==> config.mk <==
export PLATFORM = sky130hd
export DESIGN_NAME = exb_decode
export DESIGN_NICKNAME = d
export VERILOG_FILES = /design/src/verilog/exb_pkg.sv /design/src/verilog/exb_cfg_if.sv /design/src/verilog/exb_cfg_mem.sv /design/src/verilog/exb_decode.sv
export VERILOG_INCLUDE_DIRS = /design/src /design/src/verilog
export SDC_FILE = /design/constraint.sdc
export NUM_CORES = 1
export LEC_CHECK = 0
export BUFFER_PORTS_ARGS = -buffer_cell sky130_fd_sc_hd__clkbuf_2
export CAP_MARGIN = 20
export CORE_MARGIN = 4
export CORE_UTILIZATION = 44
export DETAILED_ROUTE_END_ITERATION = 8
export PLACE_DENSITY = 0.65
export SETUP_SLACK_MARGIN = 0.2
export SYNTH_ARGS = -nofsm -noshare
export SYNTH_HDL_FRONTEND = slang
export SYNTH_SLANG_ARGS = --single-unit
==> constraint.sdc <==
create_clock -name core_clk_i -period 22.2 [get_ports core_clk_i]
set_input_delay 5.55 -clock core_clk_i [delete_from_list [all_inputs] [get_ports core_clk_i]]
set_output_delay 5.55 -clock core_clk_i [all_outputs]
set_load 0.02 [all_outputs]
==> src/verilog/exb_map.svh <==
// Offsets, field positions, reset values and timing counts of the expansion bus decoder.
// Assumes inclusion by name from the configuration store and decoder files.
`ifndef EXB_MAP_SVH
`define EXB_MAP_SVH

// Per chip-select configuration word fields
`define EXB_F_ENABLE    31
`define EXB_F_T1_HI     29
`define EXB_F_T1_LO     28
`define EXB_F_STYLE_HI  15
`define EXB_F_STYLE_LO  14
`define EXB_F_SIZE_HI   13
`define EXB_F_SIZE_LO   10
`define EXB_F_RDY_POL   5
`define EXB_F_MUX       4
`define EXB_F_WIDTH8    0

// Cycle style codes
`define EXB_STYLE_A     2'h0
`define EXB_STYLE_B     2'h1
`define EXB_STYLE_HPI   2'h2
`define EXB_STYLE_RSVD  2'h3

// Request size codes
`define EXB_SZ_BYTE     2'h0
`define EXB_SZ_HALF     2'h1
`define EXB_SZ_WORD     2'h2

// Address windows, top nibble of the system address, and region size base exponent
`define EXB_WIN_LOW     4'h0
`define EXB_WIN_SDRAM_TOP 4'h3
`define EXB_WIN_FIXED   4'h5
`define EXB_REGION_BASE 5'h09

// Reset values
`define EXB_OVL_RST     1'b1
`define EXB_CS0_RST     32'hb000_3c00
`define EXB_CSX_RST     32'h0000_0000

// Timing
`define EXB_CLK_NS      25
`define EXB_STRB_NS     50
`define EXB_STRB_CYC    ((`EXB_STRB_NS + `EXB_CLK_NS - 1) / `EXB_CLK_NS)

`endif

==> src/verilog/exb_pkg.sv <==
// Types shared by the expansion bus decoder files.
// Assumes nothing of its surroundings.
package exb_pkg;
   typedef enum logic [2:0] {ST_IDLE, ST_CFG, ST_SETUP, ST_ADDR, ST_STRB} exb_state_e;
   typedef logic [31:0] exb_word_t;
endpackage : exb_pkg

==> src/verilog/exb_cfg_if.sv <==
// Carrier between the decoder and its configuration store.
// Assumes one clock shared by both ends.
`timescale 1ns/1ps
interface exb_cfg_if;
   logic              wr_en;
   logic [2:0]        wr_idx;
   exb_pkg::exb_word_t wr_data;
   logic [2:0]        rd_idx;
   exb_pkg::exb_word_t rd_data;
   modport ctl (output wr_en, wr_idx, wr_data, rd_idx, input rd_data);
   modport mem (input wr_en, wr_idx, wr_data, rd_idx, output rd_data);
endinterface : exb_cfg_if

==> src/verilog/exb_cfg_mem.sv <==
// Eight chip-select configuration words with a registered read port.
// Assumes the same clock and reset as the decoder.
`timescale 1ns/1ps
`include "exb_map.svh"
module exb_cfg_mem #(
   parameter int unsigned NUM_CS = 8
) (
   // Clock and reset
   input  wire logic  core_clk_i,
   input  wire logic  rst_i,
   // Access port
   exb_cfg_if.mem     bus
);
   exb_pkg::exb_word_t cfg_q [NUM_CS];

   ////////////////////////////////////////////////////////////////////////////
   // One configuration word per chip select
   for (genvar i = 0; i < NUM_CS; i++) begin : g_cs
      always_ff @(posedge core_clk_i or posedge rst_i) begin
         if (rst_i) begin
            cfg_q[i] <= (i == 0) ? `EXB_CS0_RST : `EXB_CSX_RST;
         end else if (bus.wr_en && bus.wr_idx == 3'(i)) begin
            cfg_q[i] <= bus.wr_data;
         end
      end
   end

   ////////////////////////////////////////////////////////////////////////////
   // Registered read
   always_ff @(posedge core_clk_i or posedge rst_i) begin
      if (rst_i) begin
         bus.rd_data <= 32'h0000_0000;
      end else begin
         bus.rd_data <= cfg_q[bus.rd_idx];
      end
   end
endmodule : exb_cfg_mem

==> src/verilog/exb_decode.sv <==
// Expansion bus decode, chip selects, control styles, wait handling and byte steering.
// Assumes a single-beat system-bus master that holds no request while busy_o is high.
`timescale 1ns/1ps
`include "exb_map.svh"

// How it works
// - Address with latch strobe for one or two cycles plus zero to three extra.
// - Style B turns write strobe into data strobe, read strobe into read-not-write.
// - Shared active-low wait stretches the strobe phase on any strobe-style select.
// - Selects 4-7 own a ready input; host-port mode listens only to it.
// - Host-port style is legal only on selects 4 to 7.
// - Overlap bit sends the lowest 256 MB to the expansion bus, else SDRAM.
// - Overlap bit resets to one so the boot fetch reaches flash.
// - Window 0x50000000-0x5fffffff always reaches the expansion bus.
// - External address bits 23:0 follow system address bits 23:0, except bits 1:0 count beats on word accesses.
// - Address bits 26:24 pick one of eight 16 MB selects; bit 27 ignored.
// - Region size is two to the nine plus size field bits 13:10.
// - Word writes, halfwords on 8-bit and byte writes on 16-bit are refused.
// - Word read of 8-bit device takes four byte cycles, top lane first.
// - On 16-bit devices address bit 1 low maps to bits 31:16.
// - Byte access on 8-bit devices uses the lane picked by address bits 1:0.
// - Eight independent configuration words, one per chip select.
// - Bits 15:14 pick cycle style; strobe styles allow multiplexed or separate.
// - Style 00 is A, 01 is B, 10 host-port, 11 reserved.
// - Bit 4 set means multiplexed address and data.
// - Bit 0 set means 8-bit device, clear means 16-bit.
// - Bit 31 enables the chip select.
module exb_decode (
   // Clock and reset
   input  wire logic        core_clk_i,
   input  wire logic        rst_i,
   // System-bus request and answer
   input  wire logic        req_valid_i,
   input  wire logic [31:0] req_addr_i,
   input  wire logic        req_write_i,
   input  wire logic [1:0]  req_size_i,
   input  wire logic [31:0] req_wdata_i,
   output logic             busy_o,
   output logic             sdram_sel_o,
   output logic             resp_valid_o,
   output logic             resp_error_o,
   output logic [31:0]      resp_rdata_o,
   // Configuration
   input  wire logic        overlap_wr_i,
   input  wire logic        overlap_val_i,
   output logic             overlap_sel_o,
   input  wire logic        cfg_wr_i,
   input  wire logic [2:0]  cfg_idx_i,
   input  wire logic [31:0] cfg_data_i,
   // Expansion bus pins
   output logic [23:0]      ext_addr_bus_o,
   output logic             addr_latch_strobe_o,
   output logic [7:0]       chip_sel_n_o,
   output logic             write_strobe_n_o,
   output logic             read_strobe_n_o,
   output logic [15:0]      ext_data_o,
   output logic             ext_data_oe_o,
   input  wire logic [15:0] ext_data_i,
   input  wire logic        shared_wait_n_i,
   input  wire logic [3:0]  dsp_ready_in_i
);
   exb_pkg::exb_state_e state_q;
   logic [31:0]         addr_q;
   logic                write_q;
   logic [1:0]          size_q;
   logic [31:0]         wdata_q;
   logic [31:0]         rdata_q;
   logic [1:0]          beat_q;
   logic [2:0]          cnt_q;
   logic                overlap_q;
   logic [20:0]         sync1_q;
   logic [20:0]         sync2_q;

   ////////////////////////////////////////////////////////////////////////////
   // Configuration store
   exb_cfg_if cfg_bus ();
   assign cfg_bus.wr_en   = cfg_wr_i;
   assign cfg_bus.wr_idx  = cfg_idx_i;
   assign cfg_bus.wr_data = cfg_data_i;
   assign cfg_bus.rd_idx  = (state_q == exb_pkg::ST_IDLE) ? req_addr_i[26:24] : addr_q[26:24];

   exb_cfg_mem #(
      .NUM_CS (8)
   ) u_cfg_mem (
      .core_clk_i (core_clk_i),
      .rst_i      (rst_i),
      .bus        (cfg_bus.mem)
   );

   ////////////////////////////////////////////////////////////////////////////
   // Pin input synchronisers
   always_ff @(posedge core_clk_i or posedge rst_i) begin
      if (rst_i) begin
         sync1_q <= 21'h1f_ffff;
         sync2_q <= 21'h1f_ffff;
      end else begin
         sync1_q <= {dsp_ready_in_i, shared_wait_n_i, ext_data_i};
         sync2_q <= sync1_q;
      end
   end

   wire logic [15:0] data_s = sync2_q[15:0];
   wire logic        wait_n_s = sync2_q[16];
   wire logic [3:0]  ready_s = sync2_q[20:17];

   ////////////////////////////////////////////////////////////////////////////
   // Address decode
   wire logic [3:0] win      = req_addr_i[31:28];
   wire logic       low_exp  = (win == `EXB_WIN_LOW) && overlap_q;
   wire logic       hit_exp  = low_exp || (win == `EXB_WIN_FIXED);
   wire logic       hit_sdr  = (win <= `EXB_WIN_SDRAM_TOP) && !low_exp;
   wire logic       take     = (state_q == exb_pkg::ST_IDLE) && req_valid_i;
   wire logic [2:0] cs_idx   = addr_q[26:24];

   ////////////////////////////////////////////////////////////////////////////
   // Selected configuration fields
   wire logic [31:0] cfg     = cfg_bus.rd_data;
   wire logic        cs_en   = cfg[`EXB_F_ENABLE];
   wire logic [1:0]  t1      = cfg[`EXB_F_T1_HI:`EXB_F_T1_LO];
   wire logic [1:0]  style   = cfg[`EXB_F_STYLE_HI:`EXB_F_STYLE_LO];
   wire logic [3:0]  rsize   = cfg[`EXB_F_SIZE_HI:`EXB_F_SIZE_LO];
   wire logic        rdy_pol = cfg[`EXB_F_RDY_POL];
   wire logic        mux     = cfg[`EXB_F_MUX];
   wire logic        w8      = cfg[`EXB_F_WIDTH8];
   wire logic        is_hpi  = (style == `EXB_STYLE_HPI);
   wire logic        is_b    = (style == `EXB_STYLE_B);

   ////////////////////////////////////////////////////////////////////////////
   // Legality checks
   wire logic [4:0]  sh         = `EXB_REGION_BASE + {1'b0, rsize};
   wire logic [24:0] limit      = 25'h000_0001 << sh;
   wire logic        out_region = {1'b0, addr_q[23:0]} >= limit;
   wire logic        style_bad  = (style == `EXB_STYLE_RSVD) || (is_hpi && !cs_idx[2]);
   wire logic        size_bad   = (size_q == `EXB_SZ_WORD && write_q)
                                  || (w8 && size_q == `EXB_SZ_HALF)
                                  || (!w8 && size_q == `EXB_SZ_BYTE && write_q)
                                  || (size_q == 2'h3);
   wire logic        reject     = !cs_en || style_bad || size_bad || out_region;

   ////////////////////////////////////////////////////////////////////////////
   // Beats, address low bits and lane steering
   wire logic       is_word   = (size_q == `EXB_SZ_WORD);
   wire logic [1:0] last_beat = is_word ? (w8 ? 2'h3 : 2'h1) : 2'h0;
   wire logic [1:0] lo        = is_word ? (w8 ? beat_q : {beat_q[0], 1'b0}) : addr_q[1:0];
   wire logic [4:0] lane_base = w8 ? {~lo, 3'b000} : {~lo[1], 4'b0000};
   wire logic [15:0] wr_out   = w8 ? {8'h00, wdata_q[lane_base +: 8]} : wdata_q[lane_base +: 16];
   wire logic [2:0] alen_m1   = {2'b00, mux} + {1'b0, t1};
   wire logic       holdoff   = is_hpi ? (ready_s[cs_idx[1:0]] != rdy_pol) : !wait_n_s;
   wire logic [7:0] cs_onehot = 8'h01 << cs_idx;

   ////////////////////////////////////////////////////////////////////////////
   // Overlap select
   always_ff @(posedge core_clk_i or posedge rst_i) begin
      if (rst_i) begin
         overlap_q <= `EXB_OVL_RST;
      end else if (overlap_wr_i) begin
         overlap_q <= overlap_val_i;
      end
   end
   assign overlap_sel_o = overlap_q;

   ////////////////////////////////////////////////////////////////////////////
   // Cycle sequencer
   always_ff @(posedge core_clk_i or posedge rst_i) begin
      if (rst_i) begin
         state_q             <= exb_pkg::ST_IDLE;
         addr_q              <= 32'h0000_0000;
         write_q             <= 1'b0;
         size_q              <= 2'h0;
         wdata_q             <= 32'h0000_0000;
         rdata_q             <= 32'h0000_0000;
         beat_q              <= 2'h0;
         cnt_q               <= 3'h0;
         busy_o              <= 1'b0;
         sdram_sel_o         <= 1'b0;
         resp_valid_o        <= 1'b0;
         resp_error_o        <= 1'b0;
         ext_addr_bus_o      <= 24'h00_0000;
         addr_latch_strobe_o <= 1'b0;
         chip_sel_n_o        <= 8'hff;
         write_strobe_n_o    <= 1'b1;
         read_strobe_n_o     <= 1'b1;
         ext_data_o          <= 16'h0000;
         ext_data_oe_o       <= 1'b0;
      end else begin
         sdram_sel_o  <= 1'b0;
         resp_valid_o <= 1'b0;
         resp_error_o <= 1'b0;
         case (state_q)
            exb_pkg::ST_IDLE: begin
               if (take) begin
                  addr_q  <= req_addr_i;
                  write_q <= req_write_i;
                  size_q  <= req_size_i;
                  wdata_q <= req_wdata_i;
                  rdata_q <= 32'h0000_0000;
                  beat_q  <= 2'h0;
                  if (hit_exp) begin
                     state_q <= exb_pkg::ST_CFG;
                     busy_o  <= 1'b1;
                  end else if (hit_sdr) begin
                     sdram_sel_o <= 1'b1;
                  end
               end
            end
            exb_pkg::ST_CFG: begin
               if (reject) begin
                  resp_valid_o <= 1'b1;
                  resp_error_o <= 1'b1;
                  busy_o       <= 1'b0;
                  state_q      <= exb_pkg::ST_IDLE;
               end else begin
                  state_q <= exb_pkg::ST_SETUP;
               end
            end
            exb_pkg::ST_SETUP: begin
               state_q             <= exb_pkg::ST_ADDR;
               cnt_q               <= alen_m1;
               ext_addr_bus_o      <= {addr_q[23:2], lo};
               addr_latch_strobe_o <= 1'b1;
               chip_sel_n_o        <= ~cs_onehot;
               read_strobe_n_o     <= is_b ? !write_q : 1'b1;
               ext_data_o          <= {addr_q[15:2], lo};
               ext_data_oe_o       <= mux;
            end
            exb_pkg::ST_ADDR: begin
               if (cnt_q == 3'h0) begin
                  state_q             <= exb_pkg::ST_STRB;
                  cnt_q               <= 3'(`EXB_STRB_CYC - 1);
                  addr_latch_strobe_o <= 1'b0;
                  ext_data_o          <= wr_out;
                  ext_data_oe_o       <= write_q;
                  write_strobe_n_o    <= !(write_q || is_b);
                  read_strobe_n_o     <= is_b ? !write_q : write_q;
               end else begin
                  cnt_q               <= cnt_q - 3'h1;
                  addr_latch_strobe_o <= (cnt_q > 3'h1);
                  ext_data_o          <= wr_out;
                  ext_data_oe_o       <= write_q;
               end
            end
            exb_pkg::ST_STRB: begin
               if (cnt_q != 3'h0) begin
                  cnt_q <= cnt_q - 3'h1;
               end else if (!holdoff) begin
                  if (w8) begin
                     rdata_q[lane_base +: 8] <= data_s[7:0];
                  end else begin
                     rdata_q[lane_base +: 16] <= data_s;
                  end
                  chip_sel_n_o     <= 8'hff;
                  write_strobe_n_o <= 1'b1;
                  read_strobe_n_o  <= 1'b1;
                  ext_data_oe_o    <= 1'b0;
                  if (beat_q == last_beat) begin
                     state_q      <= exb_pkg::ST_IDLE;
                     busy_o       <= 1'b0;
                     resp_valid_o <= 1'b1;
                  end else begin
                     beat_q  <= beat_q + 2'h1;
                     state_q <= exb_pkg::ST_SETUP;
                  end
               end
            end
            default: begin
               state_q <= exb_pkg::ST_IDLE;
            end
         endcase
      end
   end
   assign resp_rdata_o = rdata_q;
endmodule : exb_decode

==> metrics.txt, run 1 <==
status=complete, no violations; commonest non-fill, non-tap cell in the layout=dfrtp_1; global-route wire length before repair=roughly 52 mm; Max Cap Viol=0; antenna violations before repair=0; Nets=1,404; Max FO, Critical Path=70; CTS Hold Bufs=0; setup ws final=14.86 ns; Avg Synthesized Cell Area=13.33 um^2; max_slew headroom=~30%; Netlist cell types=63; average routed wire per standard cell=19.42 um; DRT Wirelength=32.28 mm; Seq cells post-synth=just over 300; CTS Buffer Depth=3; Util after Layout=53.34%; pin count of the biggest net entering global routing=149; Congestion Overflow GR=0; Synth Flop Type=dfrtp_1; switching share of power=between 20 and 30%; leak pwr=7.511 nW; Reg2Reg Setup Slack=roughly 18 ns; Gate power share=between 15 and 20%; WP data arrival=7.73 ns; Via density=5.423; worst hold margin=0.3465 ns; pwr/cell area=94.48 nW/um^2; Max Clk Rate=136.3 MHz; Required @ worst endpoint=22.59 ns; clock buffer count from CTS=35; setup TNS=0 ns; routed vias=9,013; critical path type=in -> reg; highest-count cells in the layout ignoring fill and taps=dfrtp_1, clkbuf_2, mux2_2; Synth Warn #=0; Worst-path clk slew=around 0.060 ns; Rows=64; P_int=1.120 mW; HP Start=sync1_q[5]; vias in the first global route=9,279; fin area=16,360 um^2; RSZ-0062 raised after global routing=no; post-synthesis sequential area ratio=56.93%; GP Congestion=0.8175; crit path launch type=input port; setup bufs post-CTS=0; All-Layer GR Usage=19.02%; Worst R2R Start=cnt_q[0]; Setup crit end kind=flop; Die W=184.5 um; fraction of layout cells with a size suffix above 1=42.53%; Initial Utilization=between 40% and 50%; skew final=0.01155 ns; Hold Path Class=reg -> reg; Sw Pwr=425.8 uW; area grow syn2layout=19.29%; Post-Syn Area=approximately 14,000 um^2; Hold Path Cell Cnt=0; DP Area=15,150 um^2; sequential share of power=45.7%; DR iter-0 viols=447; dpl hpwl=between 20 and 25 mm; Synth Instances=between 1,000 and 1,500; crit path time final=7.337 ns; 1st-pass router iterations=5; Die Area=about 34,000 um^2; Final Setup Violations=0; FF-to-FF End=wdata_q[0]; post_cts resized=0; Clock Power Share=between 30 and 40%; Post-synth EDFFs=0; Ports=between 200 and 250; final period utilization=about a third; die height=approximately 180 um; Worst Hold Path EP=sync2_q[5]; Root Driver=clkbuf_16; pre-CTS setup slack=around 14 ns; clock sinks=309; Max Slew Vio Count=0; Remaining DRCs=0; peak supply drop=0.00006393 V; Async SR Flop Fraction=100.0%; Clock Latency Late Sink=just over 0.5 ns; CTS tree=built; FF-to-FF path depth=7; final hold vios=0; Post-DRT Antenna Nets=0; core box area=a little over 30,000 um^2; port bufs=196; htree depth=2; Least-Margin Pin Slew=1.035 ns
routing by layer:
layer / vias up / track usage (%) / share of wire, %
li1: 4230 / - / -
met1: 4516 / 27.06 / 45
met2: 219 / 30.26 / 47
met3: 48 / 3.730 / 6.2
met4: 0 / 4.880 / 2.1
met5: - / 0 / 0
cell families after synthesis:
family                   share of synthesized area (%)
adder cells (fa/ha/maj)                          3.285
multiplexers                                     21.57
AO/OA/AOI/OAI                                    8.485
XOR/XNOR                                       0.06388
flip-flops                                       56.93
other                                          0.05476
AND/OR/NAND/NOR                                  7.409
buffers and inverters                            2.199
registers in the layout (all words and copies together) (netlist names):
name                   cells
size_q                     2
sync2_q                   21
resp_error_o               1
write_q                    1
sdram_sel_o                1
chip_sel_n_o               8
sync1_q                   21
beat_q                     2
read_strobe_n_o            1
resp_valid_o               1
u_cfg_mem.cfg_q           96
u_cfg_mem.bus.rd_data     12
state_q                    3
ext_data_o                16
write_strobe_n_o           1
addr_latch_strobe_o        1
resp_rdata_o              32
overlap_sel_o              1
wdata_q                   32
ext_data_oe_o              1
cnt_q                      3
addr_q                    27
busy_o                     1
ext_addr_bus_o            24
power by group through the flow:
| stage | Sequential [mW] | Combinational (mW) | Clock, mW |
|---|---|---|---|
| floorplan | 0.716 | 0.184 | 0 |
| global placement | 0.711 | 0.272 | 0 |
| detailed placement | 0.715 | 0.277 | 0 |
| CTS | 0.706 | 0.279 | 0.576 |
| global route | 0.717 | 0.307 | 0.601 |
| finish | 0.706 | 0.276 | 0.564 |
cell usage after synthesis, drive strengths merged, types with 25 or more instances:
cell	instances	area, um^2
dfstp	60	1577
a22oi	25	187.7
nand2	87	326.6
mux2i	33	334.1
o21ai	46	234.0
ha	36	450.4
dfrtp	249	6231
nor2	31	116.4
a21oi	26	130.1
mux2	182	2049
final cells by class:
cell class | instances | area [um^2]
fillers | 2667 | 14310
flip-flops and latches | 309 | 7807
multi-input cells | 657 | 5674
repair buffers | 214 | 1156
clock buffers | 54 | 1039
well taps | 396 | 495.5
clock inverters | 9 | 93.84
inverters | 22 | 90.09
diodes | 1 | 2.502
worst max path at each step:
stage                                endpoint  depth (start not counted)         from  slack (ns)
after detailed placement          wdata_q[10]                          5  req_valid_i       14.36
after global routing              wdata_q[25]                          5  req_valid_i       14.73
after CTS                         wdata_q[10]                          5  req_valid_i       14.88
final                              wdata_q[0]                          5  req_valid_i       14.86
after floorplan           addr_latch_strobe_o                          1        rst_i        8.20
after global placement            wdata_q[12]                          5  req_valid_i       14.38
critical path, cell delays in order:
cell and delay (ns):
clkbuf_2 0.12, mux2i_1 0.11, nor4_2 0.67, buf_4 0.81, mux2_2 0.42
metrics by stage:
stage,total power [mW],instances
global placement,0.9829,1593
detailed placement,0.9921,1593
CTS,1.561,1656
global route,1.625,1661
floorplan,0.8993,1036
finish,1.546,1662
No activity file was read; power rests on OpenSTA's default activity.
==> inputs of run 2 (changes only) <==
clock period = 7.2 ns   (was 22.2 ns; I/O delays follow)
==> run 2 against run 1 <==
- clock skew rose by 0.0079 ns
- sequential power rose to 3.1 times the previous value
- flip-flop and latch count unchanged
- largest cell class unchanged
- register-to-register slack worse by 15 ns
- first-iteration DRC count is 8.5% higher
- combinational power increased to 3.1 times the previous value
- via count up 0.98%
- final cell count fell by 0.30%
- clock power grew to 3.1 times the previous value
- largest power group unchanged
==> metrics.txt, run 2 (synthesis results as in run 1) <==
max_slew headroom=28.06% (was 29.53%); Hold Path Class=reg -> reg (unchanged); Worst R2R Start=u_cfg_mem.bus.rd_data[0] (was cnt_q[0]); post_cts resized=0 (unchanged); DP Area=15,160 um^2 (was 15,150 um^2); All-Layer GR Usage=18.86% (was 19.02%); Required @ worst endpoint=7.65 ns (was 22.59 ns); Max FO, Critical Path=21 (was 70); CP max stage delay=0.81 ns (about the same); met3 usage=3.020% (was 3.730%); FF-to-FF path depth=8 (was 7); Hold Path Cell Cnt=0 (unchanged); routing usage on met1=26.58% (was 27.06%); max reg flops=96 (unchanged); Ports=218 (unchanged); Most Frequent Cell on Critical Path=mux2_2; worst-path cell chain=mux2_2 > mux2i_4 > inv_1 > ha_1 > nor3_1 > a22oi_1 > nor2_1 > mux2_2 (was clkbuf_2 > mux2i_1 > nor4_2 > buf_4 > mux2_2); routed vias=9,101 (was 9,013); CTS Buffer Depth=3 (unchanged); port bufs=196 (unchanged); pwr/cell area=292.1 nW/um^2 (was 94.48 nW/um^2); HP Start=sync1_q[7] (was sync1_q[5]); Worst-path clk slew=0.06 ns (about the same); number of diodes=0 (was 1); setup bufs post-CTS=0 (unchanged); die height=184.5 um (unchanged); highest-count cells in the layout ignoring fill and taps=dfrtp_1, clkbuf_2, mux2_2 (unchanged); 1st-pass router iterations=6 (was 5); status=complete, no violations (unchanged); Max Slew Vio Count=0 (unchanged); final hold vios=0 (unchanged); Congestion Overflow GR=0 (unchanged); GR peak layer=met2 (unchanged); area grow syn2layout=19.03% (was 19.29%); Rows=64 (unchanged); fin area=16,320 um^2 (was 16,360 um^2); Top delay family on crit path=multiplexers (was buffers and inverters); # fillers=2,625 (was 2,667); Global Route met2 Usage=31.02% (was 30.26%); CTS Hold Bufs=0 (unchanged); average routed wire per standard cell=19.61 um (was 19.42 um); Reg with most FFs=u_cfg_mem.cfg_q (unchanged); Critical Path Stages=8 (was 5); Die W=184.5 um (unchanged); CP Buf/Inv Count=1 (was 2); RSZ-0062 raised after global routing=no (unchanged); DRT Wirelength=32.50 mm (was 32.28 mm); Setup crit end kind=flop (unchanged); Nets=1,401 (was 1,404); htree depth=2 (unchanged); leak pwr=7.498 nW (was 7.511 nW); Die Area=34,060 um^2 (unchanged); dpl hpwl=22.36 mm (was 22.35 mm); Post-DRT Antenna Nets=0 (unchanged); peak supply drop=0.0001692 V (was 0.00006393 V); Remaining DRCs=0 (unchanged); Root Driver=clkbuf_16 (unchanged); vias in the first global route=9,214 (was 9,279); commonest non-fill, non-tap cell in the layout=dfrtp_1 (unchanged); crit path launch type=flop (was input port); Final Setup Violations=0 (unchanged); CTS tree=built (unchanged); crit path launch=u_cfg_mem.bus.rd_data[0] (was req_valid_i); antenna violations before repair=1 (was 0); DR iter-0 viols=485 (was 447); global-route wire length before repair=51.05 mm (was 51.63 mm); setup TNS=0 ns (unchanged); critical path type=reg -> reg (was in -> reg); crit path time final=3.806 ns; WP data arrival=4.26 ns (was 7.73 ns); Clock Latency Late Sink=0.51 ns (about the same); core box area=30,670 um^2 (unchanged); pin count of the biggest net entering global routing=158 (was 149); Via density=5.492 (was 5.423); final period utilization=52.86%; fraction of layout cells with a size suffix above 1=42.51% (was 42.53%); clock sinks=309 (unchanged); Max Clk Rate=between 200 and 300 MHz; skew final=0.01944 ns (was 0.01155 ns); Max Cap Viol=0 (unchanged); GP Congestion=0.8128 (was 0.8175); Initial Utilization=44.71% (unchanged); Worst path slowest cell=nor3_1 (was buf_4); clock buffer count from CTS=35 (unchanged); Least-Margin Pin Slew=1.057 ns (was 1.035 ns)
[run 2: worst register-to-register path: stages, from the launching register on]
cell     delay [ns]
dfrtp_1        0.70
mux2_2         0.43
mux2i_4        0.78
inv_1          0.22
ha_1           0.39
nor3_1         0.81
a22oi_1        0.15
nor2_1         0.13
mux2_2         0.15
[run 2: worst paths after layout]
kind	endpoint	slack [ns]
max	resp_rdata_o[24]	3.39
min	sync2_q[7]	0.35
max reg2reg	resp_rdata_o[24]	3.39
min reg2reg	sync2_q[7]	0.35
max in group asynchronous	sdram_sel_o	4.36
min in group asynchronous	ext_addr_bus_o[23]	1.53
[run 2: layout make-up]
type / count / area (um^2) / share of cell area [%]
multi-input combinational: 657 / 5674 / 34.76
clock inverter: 11 / 131.4 / 0.8048
inverter: 22 / 86.33 / 0.5289
clock buffer: 51 / 1006 / 6.163
sequential: 309 / 7807 / 47.83
tap: 396 / 495.5 / 3.035
timing repair buffer: 211 / 1122 / 6.876
[run 2: power breakdown]
group	leakage [nW]	internal [mW]	switching (mW)	total, mW
sequential	3.76	2.01	0.169	2.18
combinational	3.18	0.407	0.441	0.847
clock	0.562	1.05	0.695	1.74
[run 2: layer usage]
| layer | share of wire (%) | up-vias |
|---|---|---|
| met5 | 0.025 | - |
| li1 | - | 4202 |
| met3 | 4.9 | 42 |
| met2 | 47 | 216 |
| met4 | 1.6 | 2 |
| met1 | 46 | 4639 |
[run 2: per-stage QoR]
| step | util (%) | setup slack, ns | power [mW] | hold slack [ns] | instances |
|---|---|---|---|---|---|
| 2_1_floorplan | - | 1.336 | 2.774 | 0.3452 | 1036 |
| 6_report | 53.22 | 3.394 | 4.768 | 0.3534 | 1657 |
| 4_1_cts | 53.14 | 3.089 | 4.818 | 0.3545 | 1654 |
| 3_5_place_dp | 49.43 | 3.037 | 3.059 | 0.3468 | 1592 |
| 3_3_place_gp | 49.43 | 3.092 | 3.033 | 0.3456 | 1592 |
| 5_1_grt | 53.22 | 3.047 | 5.005 | 0.3568 | 1657 |
==> inputs of run 3 (changes only) <==
ABC_AREA = 1   (was default)
PLACE_DENSITY = 0.67   (was 0.65)
clock period = 3.1 ns   (was 7.2 ns; I/O delays follow)
==> run 3 against run 2 <==
- critical path depth up 4
- die area increased by 4.5%
- total power grew to 3.4 times the previous value
- wire length increased by 14%
- flip-flop and latch count stayed put
- synthesized area grew 4.7%
==> metrics.txt, run 3 <==
Global Route met2 Usage=33.83% (was 31.02%); fraction of layout cells with a size suffix above 1=21.22% (was 42.51%); DRT Wirelength=37.03 mm (was 32.50 mm); Max Cap Viol=0 (unchanged); # fillers=2,972 (was 2,625); setup TNS=0 ns (unchanged); htree depth=2 (unchanged); average routed wire per standard cell=16.00 um (was 19.61 um); Congestion Overflow GR=0 (unchanged); area grow syn2layout=18.21% (was 19.03%); final hold vios=0 (unchanged); Least-Margin Pin Slew=0.9354 ns (was 1.057 ns); clock sinks=309 (unchanged); highest-count cells in the layout ignoring fill and taps=nand2_1, dfrtp_1, clkbuf_2 (was dfrtp_1, clkbuf_2, mux2_2); CP max stage delay=0.41 ns (was 0.81 ns); Clock Power Share=24.9% (was 36.5%); clock buffer count from CTS=36 (was 35); commonest non-fill, non-tap cell in the layout=nand2_1 (was dfrtp_1); CTS Hold Bufs=0 (unchanged); worst hold margin=0.2437 ns (was 0.3534 ns); final period utilization=83.11% (was 52.86%); Nets=2,016 (was 1,401); Hold Path Class=in -> async (was reg -> reg); Post-Syn Area=14,360 um^2 (was 13,710 um^2); GR peak layer=met2 (unchanged); Post-synth EDFFs=0 (unchanged); P_int=9.682 mW (was 3.463 mW); Async SR Flop Fraction=100.0% (unchanged); Netlist cell types=47 (was 63); crit path launch type=flop (unchanged); Root Driver=clkbuf_16 (unchanged); Synth Instances=1,659 (was 1,029); max_slew headroom=37.49% (was 28.06%); met3 usage=3.538% (was 3.020%); Ports=218 (unchanged); Post-DRT Antenna Nets=0 (unchanged); Most Frequent Cell on Critical Path=nand2_1 (was mux2_2); Max Slew Vio Count=0 (unchanged); GP Congestion=0.8906 (was 0.8128); crit path time final=2.576 ns (was 3.806 ns); leak pwr=8.587 nW (was 7.498 nW); routing usage on met1=28.28% (was 26.58%); vias in the first global route=11,582 (was 9,214); die height=188.7 um (was 184.5 um); Worst-path clk slew=0.06 ns (about the same); 1st-pass router iterations=5 (was 6); Gate power share=38.4% (was 17.8%); pin count of the biggest net entering global routing=94 (was 158); cell accounting for the most synthesized area=dfrtp_1 (unchanged); Via density=5.127 (was 5.492); total power=16.19 mW (was 4.768 mW); Die W=188.7 um (was 184.5 um); switching share of power=40.18% (was 27.37%); Worst path slowest cell=a22oi_2 (was nor3_1); Final Setup Violations=0 (unchanged); post-synthesis sequential area ratio=54.36% (was 56.93%); Clock Latency Late Sink=0.52 ns (was 0.51 ns); Reg2Reg Setup Slack=0.52 ns (was 3.39 ns); Sw Pwr=6.504 mW (was 1.305 mW); synth top area cells=dfrtp_1, nand2_1, dfstp_2 (was dfrtp_1, mux2_2, dfstp_2); status=complete, no violations (unchanged); Reg with most FFs=u_cfg_mem.cfg_q (unchanged); Setup crit end kind=flop (unchanged); DR iter-0 viols=884 (was 485); core box area=31,880 um^2 (was 30,670 um^2); Required @ worst endpoint=3.50 ns (was 7.65 ns); RSZ-0062 raised after global routing=no (unchanged); max reg flops=96 (unchanged); worst-path cell chain=inv_1 > nand2_2 > a21oi_1 > o21ai_1 > nand2_1 > inv_2 > ha_1 > inv_1 > a22oi_2 > nand2_2 > nand2_1 > nand2_1 (was mux2_2 > mux2i_4 > inv_1 > ha_1 > nor3_1 > a22oi_1 > nor2_1 > mux2_2); commonest cells in the netlist=nand2_1, dfrtp_1, o21ai_0 (was dfrtp_1, mux2_2, nand2_1); top-count cell post-synth=nand2_1 (was dfrtp_1); Max Clk Rate=388.1 MHz (was 262.8 MHz); port bufs=196 (unchanged); Initial Utilization=45.05% (was 44.71%); antenna violations before repair=3 (was 1); skew final=0.01441 ns (was 0.01944 ns); dpl hpwl=25.67 mm (was 22.36 mm); Rows=65 (was 64); pwr/cell area=953.3 nW/um^2 (was 292.1 nW/um^2); Synth Flop Type=dfrtp_1 (unchanged); sequential share of power=36.6% (was 45.7%); peak supply drop=0.0004276 V (was 0.0001692 V); routed vias=11,863 (was 9,101); All-Layer GR Usage=20.64% (was 18.86%); Remaining DRCs=0 (unchanged); Max FO, Critical Path=13 (was 21); Seq cells post-synth=309 (unchanged); CTS Buffer Depth=3 (unchanged); Die Area=35,600 um^2 (was 34,060 um^2); Avg Synthesized Cell Area=8.658 um^2 (was 13.33 um^2); WP data arrival=2.98 ns (was 4.26 ns); Synth Warn #=0 (unchanged); post-synth top area share=43.38% (was 45.44%); CTS tree=built (unchanged); critical path type=reg -> reg (unchanged); global-route wire length before repair=60.14 mm (was 51.05 mm)
-- run 3: critical path, delay by kind of cell (launching register included) --
kind                       cells  cell delay [ns]
AOI/OAI and AO/OA              3             0.62
adders and majority gates      1             0.21
buffers and inverters          3             0.46
DFF                            1             0.37
and+or+nand+nor                5             0.80
-- run 3: routing by layer --
metal / wire [um] / part of all wire, %
met1: 16470 / 44
met2: 17370 / 47
met3: 2361 / 6.4
met4: 812 / 2.2
met5: 13 / 0.035
-- run 3: final timing paths --
path,depth (start not counted),from,to
max reg2reg,12,size_q[0],resp_rdata_o[25]
min in group core_clk_i,1,ext_data_i[4],sync1_q[4]
max in group asynchronous,3,rst_i,u_cfg_mem.bus.rd_data[0]
min,2,rst_i,u_cfg_mem.cfg_q[96]
max,12,size_q[0],resp_rdata_o[25]
min reg2reg,0,sync1_q[17],sync2_q[17]
-- run 3: layout make-up --
| class | instances | area, um^2 | area share (%) |
|---|---|---|---|
| well taps | 435 | 544.3 | 3.205 |
| inverters | 152 | 579.3 | 3.412 |
| clock buffers | 51 | 1030 | 6.064 |
| diodes | 3 | 7.507 | 0.04421 |
| multi-input cells | 1138 | 5731 | 33.75 |
| repair buffers | 214 | 1179 | 6.941 |
| clock inverters | 12 | 101.3 | 0.5969 |
| flip-flops and latches | 309 | 7809 | 45.99 |
-- run 3: stage by stage --
step	worst slack, ns	instance area, um^2	utilization (%)	instances
3_3_place_gp	0.4281	15830	49.64	2248
3_5_place_dp	0.3159	15830	49.64	2248
2_1_floorplan	-1.739	14390	-	1666
5_1_grt	0.2740	16980	53.25	2313
6_report	0.5236	16980	53.26	2314
4_1_cts	0.2761	16960	53.19	2311
-- run 3: power groups by stage --
| stage | combinational, mW | sequential, mW | clock [mW] |
|---|---|---|---|
| finish | 6.22 | 5.93 | 4.04 |
| global route | 7.05 | 6.06 | 4.30 |
| CTS | 6.22 | 5.92 | 4.12 |
| detailed placement | 6.19 | 5.98 | 0 |
| global placement | 6.05 | 5.94 | 0 |
| floorplan | 4.21 | 6.16 | 0 |
-- run 3: cell families after synthesis --
logic type | count (synthesis) | share of synthesized area (%)
buffers and inverters | 219 | 6.124
DFF | 309 | 54.36
and+or+nand+nor | 730 | 20.85
xor gates and xnor gates | 2 | 0.1220
adders and majority gates | 36 | 3.136
other | 2 | 0.05228
muxes | 24 | 1.882
AOI/OAI and AO/OA | 337 | 13.48
-- run 3: timing repair --
action | in CTS | in global routing
setup endpoints to repair | 0 | 18
setup buffers | 0 | 0
gates resized for setup | 0 | 4
